<file path="src/pdc_pkg.sv">
// Purpose: Shared constants and types of the power-down controller.
// Assumes: 32-bit APB data, 16-bit byte addresses.
// Notes:   Each register sits in one aligned word, low bits used.
package pdc_pkg;

   // Register byte addresses
   localparam logic [15:0] ADDR_EDGE_SEL  = 16'hf1c0;
   localparam logic [15:0] ADDR_SYS_CFG   = 16'hf1c4;
   localparam logic [15:0] ADDR_RTC_CTRL  = 16'hf1c8;
   localparam logic [15:0] ADDR_WAKE_EN   = 16'hf1cc;
   localparam logic [15:0] ADDR_WAKE_FLAG = 16'hf1d0;
   localparam logic [15:0] ADDR_STATUS    = 16'hf1d4;

   // Reset values
   localparam logic [15:0] RST_EDGE_SEL = 16'h0000;
   localparam logic        RST_VARIANT  = 1'b0;
   localparam logic        RST_RTC_HALT = 1'b1;
   localparam logic [9:0]  RST_WAKE_EN  = 10'h000;

   // Field positions
   localparam int SYS_CFG_VARIANT_BIT = 0;
   localparam int RTC_HALT_BIT        = 0;
   localparam int WAKE_CAN_BIT        = 8;
   localparam int WAKE_I2C_BIT        = 9;
   localparam int STAT_STATE_LSB      = 0;
   localparam int STAT_LOCK_BIT       = 4;
   localparam int STAT_VARIANT_BIT    = 5;
   localparam int STAT_PINS_LSB       = 8;

   // Edge-select codes of one pin field
   localparam logic [1:0] EDGE_OFF  = 2'h0;
   localparam logic [1:0] EDGE_RISE = 2'h1;
   localparam logic [1:0] EDGE_FALL = 2'h2;
   localparam logic [1:0] EDGE_ANY  = 2'h3;

   // Controller states
   typedef enum logic [1:0] {
      PDC_RUN,
      PDC_SLEEP_PROT,
      PDC_SLEEP_INT,
      PDC_WAKE_WAIT
   } pdc_state_t;

   // Power and clock controls driven to the clock generator
   typedef struct packed {
      logic clkGate;      // CPU and peripheral clocks frozen
      logic oscStop;      // Main oscillator stopped
      logic pllOff;       // PLL switched off
      logic rpdPullDown;  // Weak pull-down on wake_delay_pin
      logic lowSupply;    // Core supply lowered, state retained
   } pdc_pwr_t;

   // APB request from the master
   typedef struct packed {
      logic        psel;
      logic        penable;
      logic        pwrite;
      logic [15:0] paddr;
      logic [31:0] pwdata;
   } pdc_apb_req_t;

endpackage : pdc_pkg

</file>
<file path="src/pdc_power_down_ctrl.sv">
// Purpose: Power-down entry and exit control with APB registers.
// Assumes: clk is an always-on clock; pwr.clkGate freezes the CPU.
// Notes:   rst_n is the hardware reset input and ends any power-down.
`timescale 1ns/1ps

module pdc_power_down_ctrl #(
   parameter int NUM_PINS = 8
) (
   input  wire logic                  clk,
   input  wire logic                  rst_n,
   input  wire pdc_pkg::pdc_apb_req_t apbReq,
   output logic                       pready,
   output logic [31:0]                prdata,
   output logic                       pslverr,
   input  wire logic                  sleepInstr,
   input  wire logic                  endOfInitInstr,
   input  wire logic                  nmi_n,
   input  wire logic [NUM_PINS-1:0]   fastExtIntPin,
   input  wire logic                  canRx,
   input  wire logic                  i2cScl,
   input  wire logic                  wakeDelayPin,
   output pdc_pkg::pdc_pwr_t          pwr,
   output logic                       sleepIgnored,
   output logic                       resumed,
   output logic                       wakeIrq
);
   import pdc_pkg::*;

   // Edge-select register holds two-bit fields for at most 8 pins
   if (NUM_PINS < 1 || NUM_PINS > 8) begin : g_chk
      $error("NUM_PINS must lie between 1 and 8");
   end

   localparam int NSYNC = NUM_PINS + 4;

   // Entry allowed for one pin under its edge code
   function automatic logic entryOk(input logic [1:0] code,
                                    input logic       lvl);
      unique case (code)
         EDGE_OFF:  entryOk = 1'b1;
         EDGE_RISE: entryOk = !lvl;
         EDGE_FALL: entryOk = lvl;
         EDGE_ANY:  entryOk = 1'b1;
      endcase
   endfunction : entryOk

   // Wake condition of one pin; prev is its level at entry
   function automatic logic wakeHit(input logic [1:0] code,
                                    input logic       lvl,
                                    input logic       prev);
      unique case (code)
         EDGE_OFF:  wakeHit = 1'b0;
         EDGE_RISE: wakeHit = lvl;
         EDGE_FALL: wakeHit = !lvl;
         EDGE_ANY:  wakeHit = lvl != prev;
      endcase
   endfunction : wakeHit

   // Registers
   logic [15:0]         edgeSel;
   logic                variant;
   logic                cfgLocked;
   logic                rtcHalt;
   logic [9:0]          wakeEn;
   logic [9:0]          wakeFlag;
   pdc_state_t          state;
   logic [NSYNC-1:0]    syncA;
   logic [NSYNC-1:0]    syncB;
   logic [NUM_PINS-1:0] entryLvl;
   logic                canEntry;
   logic                i2cEntry;
   logic [1:0]          irqDelay;

   // Decoded signals
   logic [NUM_PINS-1:0] pinLvl;
   logic                nmiLow;
   logic                canLvl;
   logic                i2cLvl;
   logic                rpdLow;
   logic                allInactive;
   logic [9:0]          wakeSrc;
   logic                wakeNow;
   logic                setup;
   logic                access;
   logic                wrAccess;
   logic                hit;
   logic [31:0]         rdMux;
   logic [31:0]         statusWord;

   // Two-flop synchronisers; only syncB is read by any logic
   always_ff @(posedge clk) begin
      if (!rst_n) begin
         syncA <= '0;
         syncB <= '0;
      end else begin
         syncA <= {wakeDelayPin, i2cScl, canRx, nmi_n, fastExtIntPin};
         syncB <= syncA;
      end
   end

   assign pinLvl = syncB[NUM_PINS-1:0];
   assign nmiLow = !syncB[NUM_PINS];
   assign canLvl = syncB[NUM_PINS+1];
   assign i2cLvl = syncB[NUM_PINS+2];
   assign rpdLow = !syncB[NUM_PINS+3];

   // Entry and wake evaluation per pin
   always_comb begin
      allInactive = 1'b1;
      wakeSrc = '0;
      for (int i = 0; i < NUM_PINS; i++) begin
         if (!entryOk(edgeSel[2*i +: 2], pinLvl[i])) begin
            allInactive = 1'b0;
         end
         // Enable bit plays no part in waking
         wakeSrc[i] = wakeHit(edgeSel[2*i +: 2], pinLvl[i],
                              entryLvl[i]);
      end
      wakeSrc[WAKE_CAN_BIT] = wakeEn[WAKE_CAN_BIT]
                              && (canLvl != canEntry);
      wakeSrc[WAKE_I2C_BIT] = wakeEn[WAKE_I2C_BIT]
                              && (i2cLvl != i2cEntry);
   end

   assign wakeNow = state == PDC_SLEEP_INT && |wakeSrc;

   // Power-down state machine; reset exits any state
   always_ff @(posedge clk) begin
      if (!rst_n) begin
         state <= PDC_RUN;
      end else begin
         unique case (state)
            PDC_RUN: begin
               if (sleepInstr && !variant && nmiLow) begin
                  state <= PDC_SLEEP_PROT;
               end else if (sleepInstr && variant && allInactive) begin
                  state <= PDC_SLEEP_INT;
               end
            end
            PDC_SLEEP_PROT: begin
               state <= PDC_SLEEP_PROT;
            end
            PDC_SLEEP_INT: begin
               if (wakeNow) begin
                  state <= PDC_WAKE_WAIT;
               end
            end
            PDC_WAKE_WAIT: begin
               // Clocks stay gated until the RC delay has run out
               if (rpdLow) begin
                  state <= PDC_RUN;
               end
            end
         endcase
      end
   end

   // Pin levels captured at entry, reference for any-edge wake
   always_ff @(posedge clk) begin
      if (!rst_n) begin
         entryLvl <= '0;
         canEntry <= 1'b0;
         i2cEntry <= 1'b0;
      end else if (state == PDC_RUN) begin
         entryLvl <= pinLvl;
         canEntry <= canLvl;
         i2cEntry <= i2cLvl;
      end
   end

   // Refused and resume strobes towards the CPU
   always_ff @(posedge clk) begin
      if (!rst_n) begin
         sleepIgnored <= 1'b0;
         resumed      <= 1'b0;
      end else begin
         sleepIgnored <= state == PDC_RUN && sleepInstr
                         && (variant ? !allInactive : !nmiLow);
         resumed      <= state == PDC_WAKE_WAIT && rpdLow;
      end
   end

   // Clock and supply controls; registered so they never glitch
   always_ff @(posedge clk) begin
      if (!rst_n) begin
         pwr <= '0;
      end else begin
         pwr.clkGate     <= state != PDC_RUN;
         // Oscillator survives while the RTC counts
         pwr.oscStop     <= (state == PDC_SLEEP_INT
                             || state == PDC_SLEEP_PROT)
                            && rtcHalt;
         pwr.pllOff      <= state == PDC_SLEEP_INT
                            || state == PDC_SLEEP_PROT;
         pwr.rpdPullDown <= state == PDC_WAKE_WAIT;
         pwr.lowSupply   <= state == PDC_SLEEP_INT
                            || state == PDC_SLEEP_PROT;
      end
   end

   // APB decode; zero wait states
   assign setup    = apbReq.psel && !apbReq.penable;
   assign access   = apbReq.psel && apbReq.penable;
   assign wrAccess = access && apbReq.pwrite && !pslverr;
   assign pready   = access;

   always_comb begin
      hit = 1'b1;
      unique case (apbReq.paddr)
         ADDR_EDGE_SEL:  rdMux = {16'h0000, edgeSel};
         ADDR_SYS_CFG:   rdMux = {31'h0000_0000, variant};
         ADDR_RTC_CTRL:  rdMux = {31'h0000_0000, rtcHalt};
         ADDR_WAKE_EN:   rdMux = {22'h00_0000, wakeEn};
         ADDR_WAKE_FLAG: rdMux = {22'h00_0000, wakeFlag};
         ADDR_STATUS:    rdMux = statusWord;
         default: begin
            rdMux = 32'h0000_0000;
            hit   = 1'b0;
         end
      endcase
   end

   // Status word shows the controller's own state
   always_comb begin
      statusWord = 32'h0000_0000;
      statusWord[STAT_STATE_LSB +: 2]       = state;
      statusWord[STAT_LOCK_BIT]             = cfgLocked;
      statusWord[STAT_VARIANT_BIT]          = variant;
      statusWord[STAT_PINS_LSB +: NUM_PINS] = pinLvl;
   end

   // Read data and error captured at setup, held through access
   always_ff @(posedge clk) begin
      if (!rst_n) begin
         prdata  <= 32'h0000_0000;
         pslverr <= 1'b0;
      end else if (setup) begin
         prdata  <= apbReq.pwrite ? 32'h0000_0000 : rdMux;
         pslverr <= !hit;
      end
   end

   // Edge-select fields
   always_ff @(posedge clk) begin
      if (!rst_n) begin
         edgeSel <= RST_EDGE_SEL;
      end else if (wrAccess && apbReq.paddr == ADDR_EDGE_SEL) begin
         edgeSel <= apbReq.pwdata[15:0];
      end
   end

   // Variant bit, frozen once initialisation has ended
   always_ff @(posedge clk) begin
      if (!rst_n) begin
         variant   <= RST_VARIANT;
         cfgLocked <= 1'b0;
      end else begin
         if (endOfInitInstr) begin
            cfgLocked <= 1'b1;
         end
         if (wrAccess && apbReq.paddr == ADDR_SYS_CFG && !cfgLocked) begin
            variant <= apbReq.pwdata[SYS_CFG_VARIANT_BIT];
         end
      end
   end

   // RTC halt bit decides whether the oscillator may stop
   always_ff @(posedge clk) begin
      if (!rst_n) begin
         rtcHalt <= RST_RTC_HALT;
      end else if (wrAccess && apbReq.paddr == ADDR_RTC_CTRL) begin
         rtcHalt <= apbReq.pwdata[RTC_HALT_BIT];
      end
   end

   // Wake interrupt enables; bits 8 and 9 also arm CAN and I2C wake
   always_ff @(posedge clk) begin
      if (!rst_n) begin
         wakeEn <= RST_WAKE_EN;
      end else if (wrAccess && apbReq.paddr == ADDR_WAKE_EN) begin
         wakeEn <= apbReq.pwdata[9:0];
      end
   end

   // Request flags: write one to clear, a new wake wins the clash
   always_ff @(posedge clk) begin
      if (!rst_n) begin
         wakeFlag <= '0;
      end else begin
         for (int i = 0; i < 10; i++) begin
            if (wakeNow && wakeSrc[i]) begin
               wakeFlag[i] <= 1'b1;
            end else if (wrAccess && apbReq.paddr == ADDR_WAKE_FLAG
                         && apbReq.pwdata[i]) begin
               wakeFlag[i] <= 1'b0;
            end
         end
      end
   end

   // Interrupt held back three cycles after the resume pulse, so the CPU
   // completes the instruction after the sleep first
   always_ff @(posedge clk) begin
      if (!rst_n) begin
         irqDelay <= 2'h0;
      end else if (state != PDC_RUN) begin
         irqDelay <= 2'h0;
      end else if (irqDelay != 2'h2) begin
         irqDelay <= irqDelay + 2'h1;
      end
   end

   // Only enabled flags reach the CPU; disabled ones just stay set
   always_ff @(posedge clk) begin
      if (!rst_n) begin
         wakeIrq <= 1'b0;
      end else begin
         wakeIrq <= irqDelay == 2'h2
                    && |(wakeFlag & wakeEn);
      end
   end

endmodule : pdc_power_down_ctrl

</file>
<file path="config.mk">
export PLATFORM = sky130hd
export DESIGN_NAME = pdc_power_down_ctrl
export DESIGN_NICKNAME = d
export VERILOG_FILES = /design/src/pdc_pkg.sv /design/src/pdc_power_down_ctrl.sv
export SDC_FILE = /design/constraint.sdc
export NUM_CORES = 1
export LEC_CHECK = 0
export ABC_AREA = 1
export BUFFER_PORTS_ARGS = -buffer_cell sky130_fd_sc_hd__buf_2
export CAP_MARGIN = 5
export CORE_MARGIN = 2
export CORE_UTILIZATION = 47
export CTS_CLUSTER_SIZE = 20
export DETAILED_ROUTE_END_ITERATION = 7
export GPL_TIMING_DRIVEN = 0
export HOLD_SLACK_MARGIN = 0.08
export PLACE_DENSITY_LB_ADDON = 0.25
export SYNTH_ARGS = -nofsm -noshare
export SYNTH_HDL_FRONTEND = slang
export SYNTH_SLANG_ARGS = --single-unit
</file>
<file path="constraint.sdc">
create_clock -name clk -period 3 [get_ports clk]
set_input_delay 0.15 -clock clk [delete_from_list [all_inputs] [get_ports clk]]
set_output_delay 0.15 -clock clk [all_outputs]
set_load 0.02 [all_outputs]
</file>
==> Word level (Yosys, flattened, before mapping) <==
Index checks and enable logic that the tools add are counted.
{ "classes": {"n_addsub": 1, "eq_ne": 48, "n_mux": 53, "bitwise": 2, "n_reduce_logical": 92} }
{ "ops": {"columns": ["op", "n"], "rows": [
  ["equality test 16 bit (second input constant)", 6],
  ["one-hot mux 16 bit (6 select lines)", 1],
  ["logical AND 1 bit", 42],
  ["equality test 2 bit (second input constant)", 19],
  ["2-to-1 mux 32 bit", 1],
  ["one-hot mux 1 bit (4 select lines)", 8],
  ["2-to-1 mux 1 bit", 30],
  ["one-hot mux 1 bit (3 select lines)", 8],
  ["nonzero test 2 bit", 11],
  ["OR reduction 10 bit", 2],
  ["equality test 2 x 1 -> 1 bit (second input constant)", 9],
  ["zero test 2 bit", 9],
  ["OR reduction 2 bit", 9],
  ["zero test 1 bit", 16],
  ["bitwise AND 10 bit", 1],
  ["!= test 1 bit", 10],
  ["2-to-1 mux 2 bit", 4],
  ["one-hot mux 2 bit (4 select lines)", 1],
  ["!= test 2 bit (second input constant)", 3],
  ["OR reduction 6 bit", 1],
  ["!= test 3 bit (second input constant)", 1],
  ["AND reduction 3 bit", 1],
  ["adder 2 x 1 -> 2 bit (second input constant)", 1],
  ["logical OR 1 bit", 1],
  ["NOT 1 bit", 1]
]} }
{ "word_totals": {"register_bits": 117, "in_bits": 67, "out_inout_bits": 42, "wordCells": 227} }

==> Longest topological paths before layout <==
Gate-level depths: netlist (run 1).
{ "logic_depth": {"depth_word": 15, "mapped_depth": 13} }

==> Least setup slack after synthesis (run 1) <==
OpenSTA, ideal clock, no wires.
{ "synth_timing": {"kind": "register -> register", "from": "register edgeSel[4]", "to": "register wakeFlag[7]", "t_arrival_ns": 1.424, "required_time_ns": 2.868, "setup_slack_ns": 1.443, "stages_incl_launch_ff": 12, "synth_period_minus_slack_ns": 1.557, "path_cell_list": "dfxtp_1 inv_1 ha_1 nor2_1 nand2_1 nand3_1 nand2_1 nor2_1 nand3_1 nand2_1 or2_0 a21oi_1"} }
{ "synth_between": {"elab_chain_cells": 6, "elab_cells_between_ends": 10, "classes_between": "eq/ne (3); mux (2); reduce/logical (5)"} }
{ "synth_lines": {"columns": ["item", "line", "text"], "rows": [
  ["start, declared", "pdc_power_down_ctrl.sv:60", "logic [15:0] edgeSel;"],
  ["start signal, assigned", "pdc_power_down_ctrl.sv:248", "edgeSel <= apbReq.pwdata[15:0];"],
  ["equality test 2 bit, or another cell as far along", "pdc_power_down_ctrl.sv:51", "unique case (code)"],
  ["one-hot mux 1 bit (4 select lines) (*)", "pdc_power_down_ctrl.sv:51", null],
  ["OR reduction 10 bit (*)", "pdc_power_down_ctrl.sv:125", "assign wakeNow = state == PDC_SLEEP_INT && |wakeSrc;"],
  ["logical AND 1 bit (*)", "pdc_power_down_ctrl.sv:125", null],
  ["logical AND 1 bit (*)", "pdc_power_down_ctrl.sv:291", "if (wakeNow && wakeSrc[i]) begin"],
  ["2-to-1 mux 1 bit / nonzero test 2 bit (equally long branches)", null, null],
  ["end signal, assigned", "pdc_power_down_ctrl.sv:288", "wakeFlag <= '0;"],
  ["end signal, assigned by index", "pdc_power_down_ctrl.sv:292", "wakeFlag[i] <= 1'b1;"],
  ["end signal, assigned by index", "pdc_power_down_ctrl.sv:295", "wakeFlag[i] <= 1'b0;"],
  ["end, declared", "pdc_power_down_ctrl.sv:65", "logic [9:0] wakeFlag;"]
]} }
Mark *: on every way between the ends. The rest lies on a longest branch, timed or not.
A chain may end at the register's enable or synchronous reset.

==> Worst setup path after layout (run 1) <==
{ "layout_timing": {"from": "register edgeSel[6]", "to": "register wakeFlag[0]"} }
Same word-level chain as after synthesis.

==> impl_metrics.ini, run 1 <==
[status]
status = complete, no violations

[placed_design]
dpl_cell_area_mm2 = 0.00607
io_buffers = 75
place_congestion = 0.917
dp_hpwl_um = 11400

[setup_path]
worstPathRequired_ps = 3200
reg2regPathDepth = 11
crit_path_end_kind = flop
cp_num_cells = 11
worstPathCellList = inv_1, ha_1, nor2_1, nand2_1, nand3_1, nand2_1, nor2_1, nand3_1, nand2_1, or2_0, a21oi_1
cpMostUsedCell = nand2_1
crit_fanout = 8
crit_buf_inv = 1
max_stage_delay_ps = 400
cp_slowest_cell = dfxtp_1
start_kind = flop
crit_arrival_ps = 2400
crit_family = simple AND/OR/NAND/NOR gates
worstSetupPathType = flop to flop

[route]
drt_iter0_markers = 364
post_drt_via_cell_ratio = 5.07
ant_nets = 0
drc_errors = 0
wl_um = 14900
first_pass_iters = 5
dr_total_vias = 5026
wl_per_cell_um = 15.0

[clock_network]
clockBufferDepth = 2
cts.clk_slew.worst_paths_ps = 70
cts_made_buffers = 9
cts.repair.resized = 0
cts_tree = built
cts.sinks = 101
clkLatencyLatePin_ps = 350
clockRootBuffer = clkbuf_16
cts-htree-levels = 3

[yosys]
synth.top_cell.area_share_pct = 37.0
synthDistinctLibCells = 38
synthFlopType = dfxtp_1
synthDominantAreaCellType = dfxtp_1
synthCells = 725
synth_edf_count = 0
syn_avg_cell_area_um2 = 7.53
ys_warn_count = 0
synth-seq-cells = 101
ys_seq_area_share_pct = 37.0
netlist_top_cells_area = dfxtp_1, nand2_1, ha_1
syn-cell-area_mm2 = 0.00546
synthArstFlopShare_pct = 0

[min_path]
min_path_cells = 3
worstHoldPathType = primary input to flop

[power]
combPwrFrac_pct = 16.7
sequentialPowerShare_pct = 44.9
ir_drop_v = 0.000458
swShare_pct = 28.1
power.switching_uw = 916
power.internal_mw = 2.34
powerDensity_mw_per_mm2 = 496
leakage_nw = 3.11
clockPowerShare_pct = 38.4

[sta]
worst_slew_pin_slew_ps = 807
drv_slew = 0
max_freq_mhz = 455
hold_viol = 0
final.setup_skew_ps = 9.39
slew_headroom_pct = 46.2
setup_viol = 0
tns_ps = 0
fin_crit_ps = 2200
post-route-period-util_pct = 73.2
rsz0062_at_grt = false

[layout]
area_growth_pct = 20.2
multiInputGateArea_mm2 = 0.00281
fillers = 1074
antennaDiodeCount = 0
nets = 956
final_layout_size_suffix_gt1_share_pct = 19.8
final_area_mm2 = 0.00657
register_area_mm2 = 0.00202

[floorplanning]
std_cell_rows = 39
ioPinCount = 109
core_area_mm2 = 0.0114
die_x_um = 112
floorplan.initialDensity_pct = 48.0
die_area_mm2 = 0.0125
die-height_um = 112

[global_route]
grt_max_degree = 17
grtUsageTotal_pct = 24.4
antenna_found_initial = 0
grt_pass1_wl_um = 24100
grt_pass1_vias = 4855
overflow = 0

[run]
cap_violations = 0
-- cell families after synthesis --
kind of cell,after synthesis,share of synthesized area [%]
simple gates,318,26.0
buf+inv,154,12.6
compound gates,106,13.9
flops,101,37.0
fa+ha+maj,45,10.3
other cells,1,0.0686
-- power by group through the flow --
stage	registers, mW	logic, mW	clock network [mW]
after floorplan	1.51	0.326	0
after global placement	1.49	0.498	0
after detailed placement	1.49	0.522	0
after CTS	1.46	0.543	1.27
after global routing	1.47	0.609	1.31
final	1.46	0.545	1.25
-- final timing paths --
check                                                end  slack, ps                    start
worst min-delay path                variant$_SDFFE_PN0P_         80                apbReq[0]
worst max register to register  wakeFlag[0]$_SDFFE_PN0P_        800  edgeSel[6]$_SDFFE_PN0P_
worst max-delay path            wakeFlag[0]$_SDFFE_PN0P_        800  edgeSel[6]$_SDFFE_PN0P_
worst min register to register       syncB[1]$_SDFF_PN0_        410      syncA[1]$_SDFF_PN0_
-- placed cells by master, fill, tap and decap left out, types with 2 or more instances in the layout --
master         Yosys  final
nor2_4             3      3
nand3_1           49     49
o21ai_0            4      4
conb_1             1     16
nand2_1          158    158
a221oi_1           3      3
nand2_2            3      3
dlygate4sd3_1      0     18
nor2_2             6      6
clkinv_2           0      2
clkbuf_16          0      9
a21oi_1           30     30
ha_1              45     45
a21oi_2            9      9
nand3b_1           5      5
dfxtp_1          101    101
nand3_2            5      5
o211ai_1           5      5
inv_2              6      6
a211oi_2          16     16
o21ai_1           10     10
nand4_1           12     12
o31ai_1            8      8
buf_6              5      5
nor2_1            66     66
inv_1            106    106
a211oi_1           2      2
buf_4             19     19
buf_2              3     78
or2_0              7      7
bufinv_16          0      2
o22ai_1           16     16
clkinv_1           4      4
clkbuf_1          10     11
-- synthesized netlist by cell type, types with 9 or more instances --
| cell | n |
|---|---|
| nand2_1 | 158 |
| inv_1 | 106 |
| dfxtp_1 | 101 |
| nor2_1 | 66 |
| nand3_1 | 49 |
| ha_1 | 45 |
| a21oi_1 | 30 |
| buf_4 | 19 |
| a211oi_2 | 16 |
| o22ai_1 | 16 |
| nand4_1 | 12 |
| clkbuf_1 | 10 |
| o21ai_1 | 10 |
| a21oi_2 | 9 |
-- state kept, by name (all words and copies together), names as in the netlist --
| name | flops |
|---|---|
| syncA | 12 |
| resumed | 1 |
| i2cEntry | 1 |
| syncB | 12 |
| canEntry | 1 |
| irqDelay | 2 |
| edgeSel | 16 |
| variant | 1 |
| wakeEn | 10 |
| wakeIrq | 1 |
| prdata | 16 |
| sleepIgnored | 1 |
| pwr | 4 |
| wakeFlag | 10 |
| rtcHalt | 1 |
| entryLvl | 8 |
| pslverr | 1 |
| cfgLocked | 1 |
| state | 2 |
-- stage by stage --
step | power (mW) | setup slack (ps) | util [%] | cells | hold WS [ps]
2_1_floorplan | 1.83 | 1440 | - | 740 | 248
3_3_place_gp | 1.99 | 894 | 53.4 | 958 | 330
3_5_place_dp | 2.02 | 869 | 53.4 | 958 | 334
4_1_cts | 3.27 | 844 | 57.8 | 992 | 82.1
5_1_grt | 3.39 | 534 | 57.8 | 992 | 90.0
6_report | 3.26 | 803 | 57.8 | 992 | 82.6
-- timing repair --
item,4_1_cts,5_1_grt
buffers inserted,0,0
hold endpoints to repair,18,0
hold buffers,18,0
-- worst register-to-register path, cell delays in order (launching register included) --
cell	delay [ps]
dfxtp_1	400
inv_1	140
ha_1	260
nor2_1	90
nand2_1	60
nand3_1	130
nand2_1	70
nor2_1	200
nand3_1	140
nand2_1	240
or2_0	230
a21oi_1	80
-- routing by layer --
metal	global-route usage [%]	vias up	share of wire, %
li1	-	2528	-
met1	31.5	2304	45
met5	0	-	0
met2	41.6	179	47
met4	8.07	0	1.6
met3	4.30	15	5.9
-- layout make-up --
cell class / count / share of cell area, %
well taps: 143 / 2.72
clock inverters: 6 / 1.31
plain buffers: 38 / 3.89
clock buffers: 10 / 3.49
multi-input cells: 485 / 42.7
inverters: 116 / 6.63
flip-flops and latches: 101 / 30.8
repair buffers: 93 / 8.46
Power figures use the tool's default switching activity.
==> inputs of run 2 (changes only) <==
- ABC_AREA: 1 -> 0
- clock period: 3 -> 2 ns (I/O delays scaled with it)
==> run 2 against run 1 <==
  * The flow now finishes with violations (negative setup slack)
  * First-iteration DRC count down 28%
  * Setup slack worse by 990 ps
  * Non-clock buffer count up 30
  * Hold slack better by 35 ps
  * Register-to-register slack worse by 990 ps
  * Synthesized cell count down 21%
  * Die area down 4.4%
==> impl_metrics.ini, run 2 <==
[yosys]
synthFlopType = dfxtp_1
ys_seq_area_share_pct = 38.8
syn_avg_cell_area_um2 = 9.15
synth_edf_count = 0
synth-seq-cells = 101
yosysMostFrequentCell = dfxtp_1
synthDistinctLibCells = 53
synthArstFlopShare_pct = 0
synthCells = 570
synth.top_cell.area_share_pct = 38.8
synthTopCellsByCount = dfxtp_1, nand2_1, ha_1
synthDominantAreaCellType = dfxtp_1
syn-cell-area_mm2 = 0.00522
netlist_top_cells_area = dfxtp_1, ha_1, nand2_1
ys_warn_count = 0

[placed_design]
dpl_cell_area_mm2 = 0.00582
io_buffers = 75
dp_hpwl_um = 10500
place_congestion = 0.953

[setup_path]
cp_slowest_cell = a222oi_1
reg2regPathDepth = 8
crit_family = simple AND/OR/NAND/NOR gates
crit_arrival_ps = 2450
worstPathRequired_ps = 2260
cpMostUsedCell = buf_4
start_kind = flop
crit_path_end_kind = flop
crit_buf_inv = 2
crit_fanout = 5
cp_num_cells = 8
worstSetupPathType = flop to flop
max_stage_delay_ps = 420
worstPathCellList = buf_4, ha_2, nor2b_4, a222oi_1, nand4_1, buf_4, nor4b_4, nor4b_1

[sta]
holdWs_ps = 118
slew_headroom_pct = 59.2
post-route-worst-setup-slack_ps = -184
worst_slew_pin_slew_ps = 612
max_freq_mhz = 458
post-route-period-util_pct = 109
setup_viol = 6
final.setup_skew_ps = 17.1
rsz0062_at_grt = true
fin_crit_ps = 2180
hold_viol = 0
drv_slew = 0

[min_path]
min_path_cells = 3
worstHoldPathType = primary input to flop

[clock_network]
cts.sinks = 101
cts-htree-levels = 3
cts.clk_slew.worst_paths_ps = 110
clockBufferDepth = 2
cts_made_buffers = 9
clockRootBuffer = clkbuf_8
cts_tree = built
clkLatencyLatePin_ps = 380

[layout]
reg.largest.list = edgeSel: 16 flops, prdata: 16 flops
final_common_cell = nand2_1
layout_common_cells = nand2_1, dfxtp_1, buf_2
antennaDiodeCount = 0
final_layout_size_suffix_gt1_share_pct = 26.0
area_growth_pct = 26.9
fillers = 930
nets = 826
final_area_mm2 = 0.00662

[route]
ant_nets = 0
drc_errors = 0
dr_total_vias = 4590
wl_per_cell_um = 17.2
drt_iter0_markers = 263
wl_um = 14800
post_drt_via_cell_ratio = 5.34
first_pass_iters = 5

[global_route]
antenna_found_initial = 0
grt_max_degree = 17
grt_pass1_wl_um = 22300
grtUsageTotal_pct = 24.9
grt_pass1_vias = 4421
overflow = 0

[floorplanning]
ioPinCount = 109
core_area_mm2 = 0.0108
floorplan.initialDensity_pct = 48.1
die-height_um = 109
die_area_mm2 = 0.0120
die_x_um = 109
std_cell_rows = 38

[power]
p_total_mw = 4.31
leakage_nw = 2.69
powerDensity_mw_per_mm2 = 651
ir_drop_v = 0.000428

[run]
cap_violations = 0

[status]
status = finished with violations
violations = negative setup slack
[run 2: changes by cell type in the layout (fill, tap and decap cells not counted), moves of 19 or more]
cell     before  now
a21oi_1      30   11
nand2_1     158   94
and2_1        0   36
nor2_1       66   11
nor2b_1       0   22
nand3_1      49   13
inv_1       106   25
[run 2: metrics by stage]
stage | util, % | setup TNS (ps) | setup slack [ps] | instances
finish | 61.1 | -626 | -184 | 859
global placement | 53.7 | -1560 | -440 | 800
detailed placement | 53.7 | -1770 | -457 | 800
floorplan | - | 0 | 39.4 | 585
global route | 61.1 | -983 | -211 | 859
CTS | 60.0 | -254 | -82.2 | 855
[run 2: path summary, 6_finish.rpt]
path,start,end,slack (ps)
setup reg to reg,edgeSel[14]$_SDFFE_PN0P_,sleepIgnored$_SDFF_PN0_,-180
hold reg to reg,syncB[11]$_SDFF_PN0_,resumed$_SDFF_PN0_,420
setup / recovery,edgeSel[14]$_SDFFE_PN0P_,sleepIgnored$_SDFF_PN0_,-180
hold / removal,apbReq[48],prdata[0]$_SDFFE_PN0P_,120
[run 2: metal layers]
metal | global-route usage [%] | vias up | wire, µm
met2 | 41.6 | 180 | 7140
li1 | - | 2209 | -
met1 | 32.0 | 2166 | 6260
met5 | 0 | - | 0
met3 | 3.44 | 35 | 1010
met4 | 11.1 | 0 | 358
[run 2: repair_timing]
item | in CTS | in global routing
gates cloned | 0 | 0
buffers inserted | 9 | 4
endpoints found under the setup margin | 6 | 13
pin swaps | 12 | 1
hold endpoints to repair | 47 | 0
hold buffers | 30 | 0
resized for setup | 41 | 14
[run 2: worst min-delay path: cells and delay by family]
| family | cells | cell delay (ps) |
|---|---|---|
| AOI/OAI and AO/OA | 1 | 70 |
| buffers and inverters | 1 | 120 |
| and+or+nand+nor | 1 | 150 |
[run 2: logic make-up after synthesis]
family	synth area share (%)
compound gates	15.2
fa+ha+maj	10.8
flops	38.8
buf+inv	6.98
other cells	0.0719
simple gates	22.5
xor+xnor	0.504
mux	5.18
[run 2: area by class of cell]
| cell class | instances | area (µm²) | area share [%] |
|---|---|---|---|
| multi-input cells | 412 | 3070 | 46.3 |
| repair buffers | 118 | 786 | 11.9 |
| inverters | 29 | 109 | 1.64 |
| plain buffers | 43 | 255 | 3.85 |
| clock buffers | 10 | 128 | 1.93 |
| clock inverters | 6 | 40.0 | 0.605 |
| well taps | 140 | 175 | 2.65 |
| flip-flops and latches | 101 | 2060 | 31.1 |
[run 2: power by group]
part | switching (mW) | internal (mW) | total [mW]
Sequential | 0.0800 | 2.10 | 2.18
Combinational | 0.534 | 0.402 | 0.936
Clock | 0.744 | 0.449 | 1.19
==> inputs of run 3 (changes only) <==
- CORE_ASPECT_RATIO: unset -> 1.2
- PLACE_DENSITY: unset -> 0.79
- PLACE_DENSITY_LB_ADDON: 0.25 -> unset
- TNS_END_PERCENT: unset -> 50
==> run 3 against run 2 <==
  * Flip-flop and latch count did not move
  * Final cell count fell by 0.58%
  * Highest routed layer unchanged
  * Routed wire length rose by 4.7%
  * Clock skew fell by 7.7 ps
  * Sequential power barely moved
  * The flow still finishes with violations (negative setup slack)
  * Hold slack got worse by 40 ps
  * Clock-buffer cell count rose by 1
  * Utilization rose by 2.3 points
  * Sequential share of layout area fell by 1.3 points
  * Clock power rose by 72%
  * Die area barely moved
  * Global-route usage rose by 0.83 points
==> impl_metrics.ini, run 3 (synthesized netlist as in run 2, its figures left out) <==
[status]
status = finished with violations
violations = negative setup slack

[sta]
tns_ps = -582
final.setup_skew_ps = 9.45
slew_headroom_pct = 58.1
fin_crit_ps = 2210
hold_viol = 0
setup_viol = 3
drv_slew = 0
worst_slew_pin_slew_ps = 628
holdWs_ps = 77.5
max_freq_mhz = 453
post-route-worst-setup-slack_ps = -209
post-route-period-util_pct = 110
rsz0062_at_grt = true

[route]
wl_per_cell_um = 18.1
drt_iter0_markers = 389
ant_nets = 0
first_pass_iters = 6
drc_errors = 0
wl_um = 15500
post_drt_via_cell_ratio = 5.54
dr_total_vias = 4729

[power]
leakage_nw = 2.80
ir_drop_v = 0.000564
powerDensity_mw_per_mm2 = 748

[global_route]
top_usage_layer = met2
grt_pass1_vias = 4646
use_met2_pct = 45.2
grt_pass1_wl_um = 23800
gr-usage-met3_pct = 3.17
grt_max_degree = 16
grtUsageTotal_pct = 25.8
antenna_found_initial = 0
overflow = 0
met1_usage_pct = 30.2

[setup_path]
max_stage_delay_ps = 440
crit_start = edgeSel[15]$_SDFFE_PN0P_
critPathCapture = state[1]$_SDFFE_PN0P_
r2r-start = edgeSel[15]$_SDFFE_PN0P_
crit_path_end_kind = flop
reg2regPathDepth = 8
crit_arrival_ps = 2430
worstPathRequired_ps = 2220
rrSetupSlack_ps = -210
worstPathCellList = inv_4, ha_4, nor2b_4, a222oi_1, nand4_1, nor4_2, o211ai_1, mux2i_1
r2r_end = state[1]$_SDFFE_PN0P_
crit_fanout = 2
cp_slowest_cell = a222oi_1
worstSetupPathType = flop to flop
cp_num_cells = 8
crit_family = compound AO/OA/AOI/OAI gates
start_kind = flop
crit_buf_inv = 1

[floorplanning]
floorplan.initialDensity_pct = 47.7
die_area_mm2 = 0.0120
die-height_um = 119
core_area_mm2 = 0.0109
std_cell_rows = 42
ioPinCount = 109
die_x_um = 100

[clock_network]
clockRootBuffer = clkbuf_16
cts_made_buffers = 9
clkLatencyLatePin_ps = 350
cts.clk_slew.worst_paths_ps = 70
clockBufferDepth = 2
cts_tree = built
cts-htree-levels = 3
cts.sinks = 101

[placed_design]
dp_hpwl_um = 10400
place_congestion = 0.930
io_buffers = 75
placed_cells = 792
dpl_cell_area_mm2 = 0.00581

[layout]
final_layout_size_suffix_gt1_share_pct = 28.5
layout_common_cells = nand2_1, dfxtp_1, buf_2
area_growth_pct = 32.8
antennaDiodeCount = 0
fillers = 901
nets = 830
fin_util_pct = 63.4
reg.largest.list = edgeSel: 16 flops, prdata: 16 flops
final_area_mm2 = 0.00693
layout.cells.non_filler = 854
final_common_cell = nand2_1

[run]
cap_violations = 0

[min_path]
worstHoldPathType = primary input to flop
hp-start = sleepInstr
[run 3: cell type report]
class | instances | area (µm²) | area share, %
clock inverter | 4 | 95.1 | 1.37
sequential | 101 | 2070 | 29.8
timing repair buffer | 122 | 816 | 11.8
buffer | 43 | 256 | 3.70
tap | 132 | 165 | 2.38
inverter | 29 | 114 | 1.64
multi-input combinational | 412 | 3160 | 45.6
clock buffer | 11 | 253 | 3.65
[run 3: report_power, final]
group          internal, mW  leakage, nW  switching, mW  total (mW)
clock network          1.28        0.172          0.767        2.05
registers              2.11        0.832         0.0862        2.19
logic                 0.400         1.80          0.536       0.937
[run 3: how the worst min path moves through the flow]
| stage | slack, ps | endpoint | depth (start not counted) |
|---|---|---|---|
| global route | 90 | sleepIgnored$_SDFF_PN0_ | 2 |
| floorplan | 210 | cfgLocked$_SDFFE_PN0P_ | 1 |
| finish | 80 | sleepIgnored$_SDFF_PN0_ | 2 |
| detailed placement | 310 | syncA[2]$_SDFF_PN0_ | 2 |
| CTS | 80 | sleepIgnored$_SDFF_PN0_ | 2 |
| global placement | 300 | cfgLocked$_SDFFE_PN0P_ | 2 |
[run 3: worst register-to-register path, delay by kind of cell, from the launching register on]
kind	cells	cell delay (ps)
adder cells (fa/ha/maj)	1	230
AND/OR/NAND/NOR	3	630
flip-flops	1	370
AO/OA/AOI/OAI	2	650
buffers and inverters	1	50
multiplexers	1	160
[run 3: what timing repair did]
action	CTS	global route
hold endpoints to repair	40	0
pin swaps	9	20
hold buffers	29	0
setup endpoints to repair	6	19
resized for setup	19	64
gates cloned	0	0
setup buffers	7	11
[run 3: metrics by stage]
stage | worst slack, ps | power [mW]
3_3_place_gp | -489 | 3.06
2_1_floorplan | 39.4 | 2.83
5_1_grt | -265 | 5.33
6_report | -209 | 5.18
3_5_place_dp | -585 | 3.10
4_1_cts | -206 | 5.15
[run 3: metal layers]
layer	vias up	wire, µm
met1	2242	6150
li1	2228	-
met2	219	7820
met5	-	0
met4	0	512
met3	40	980
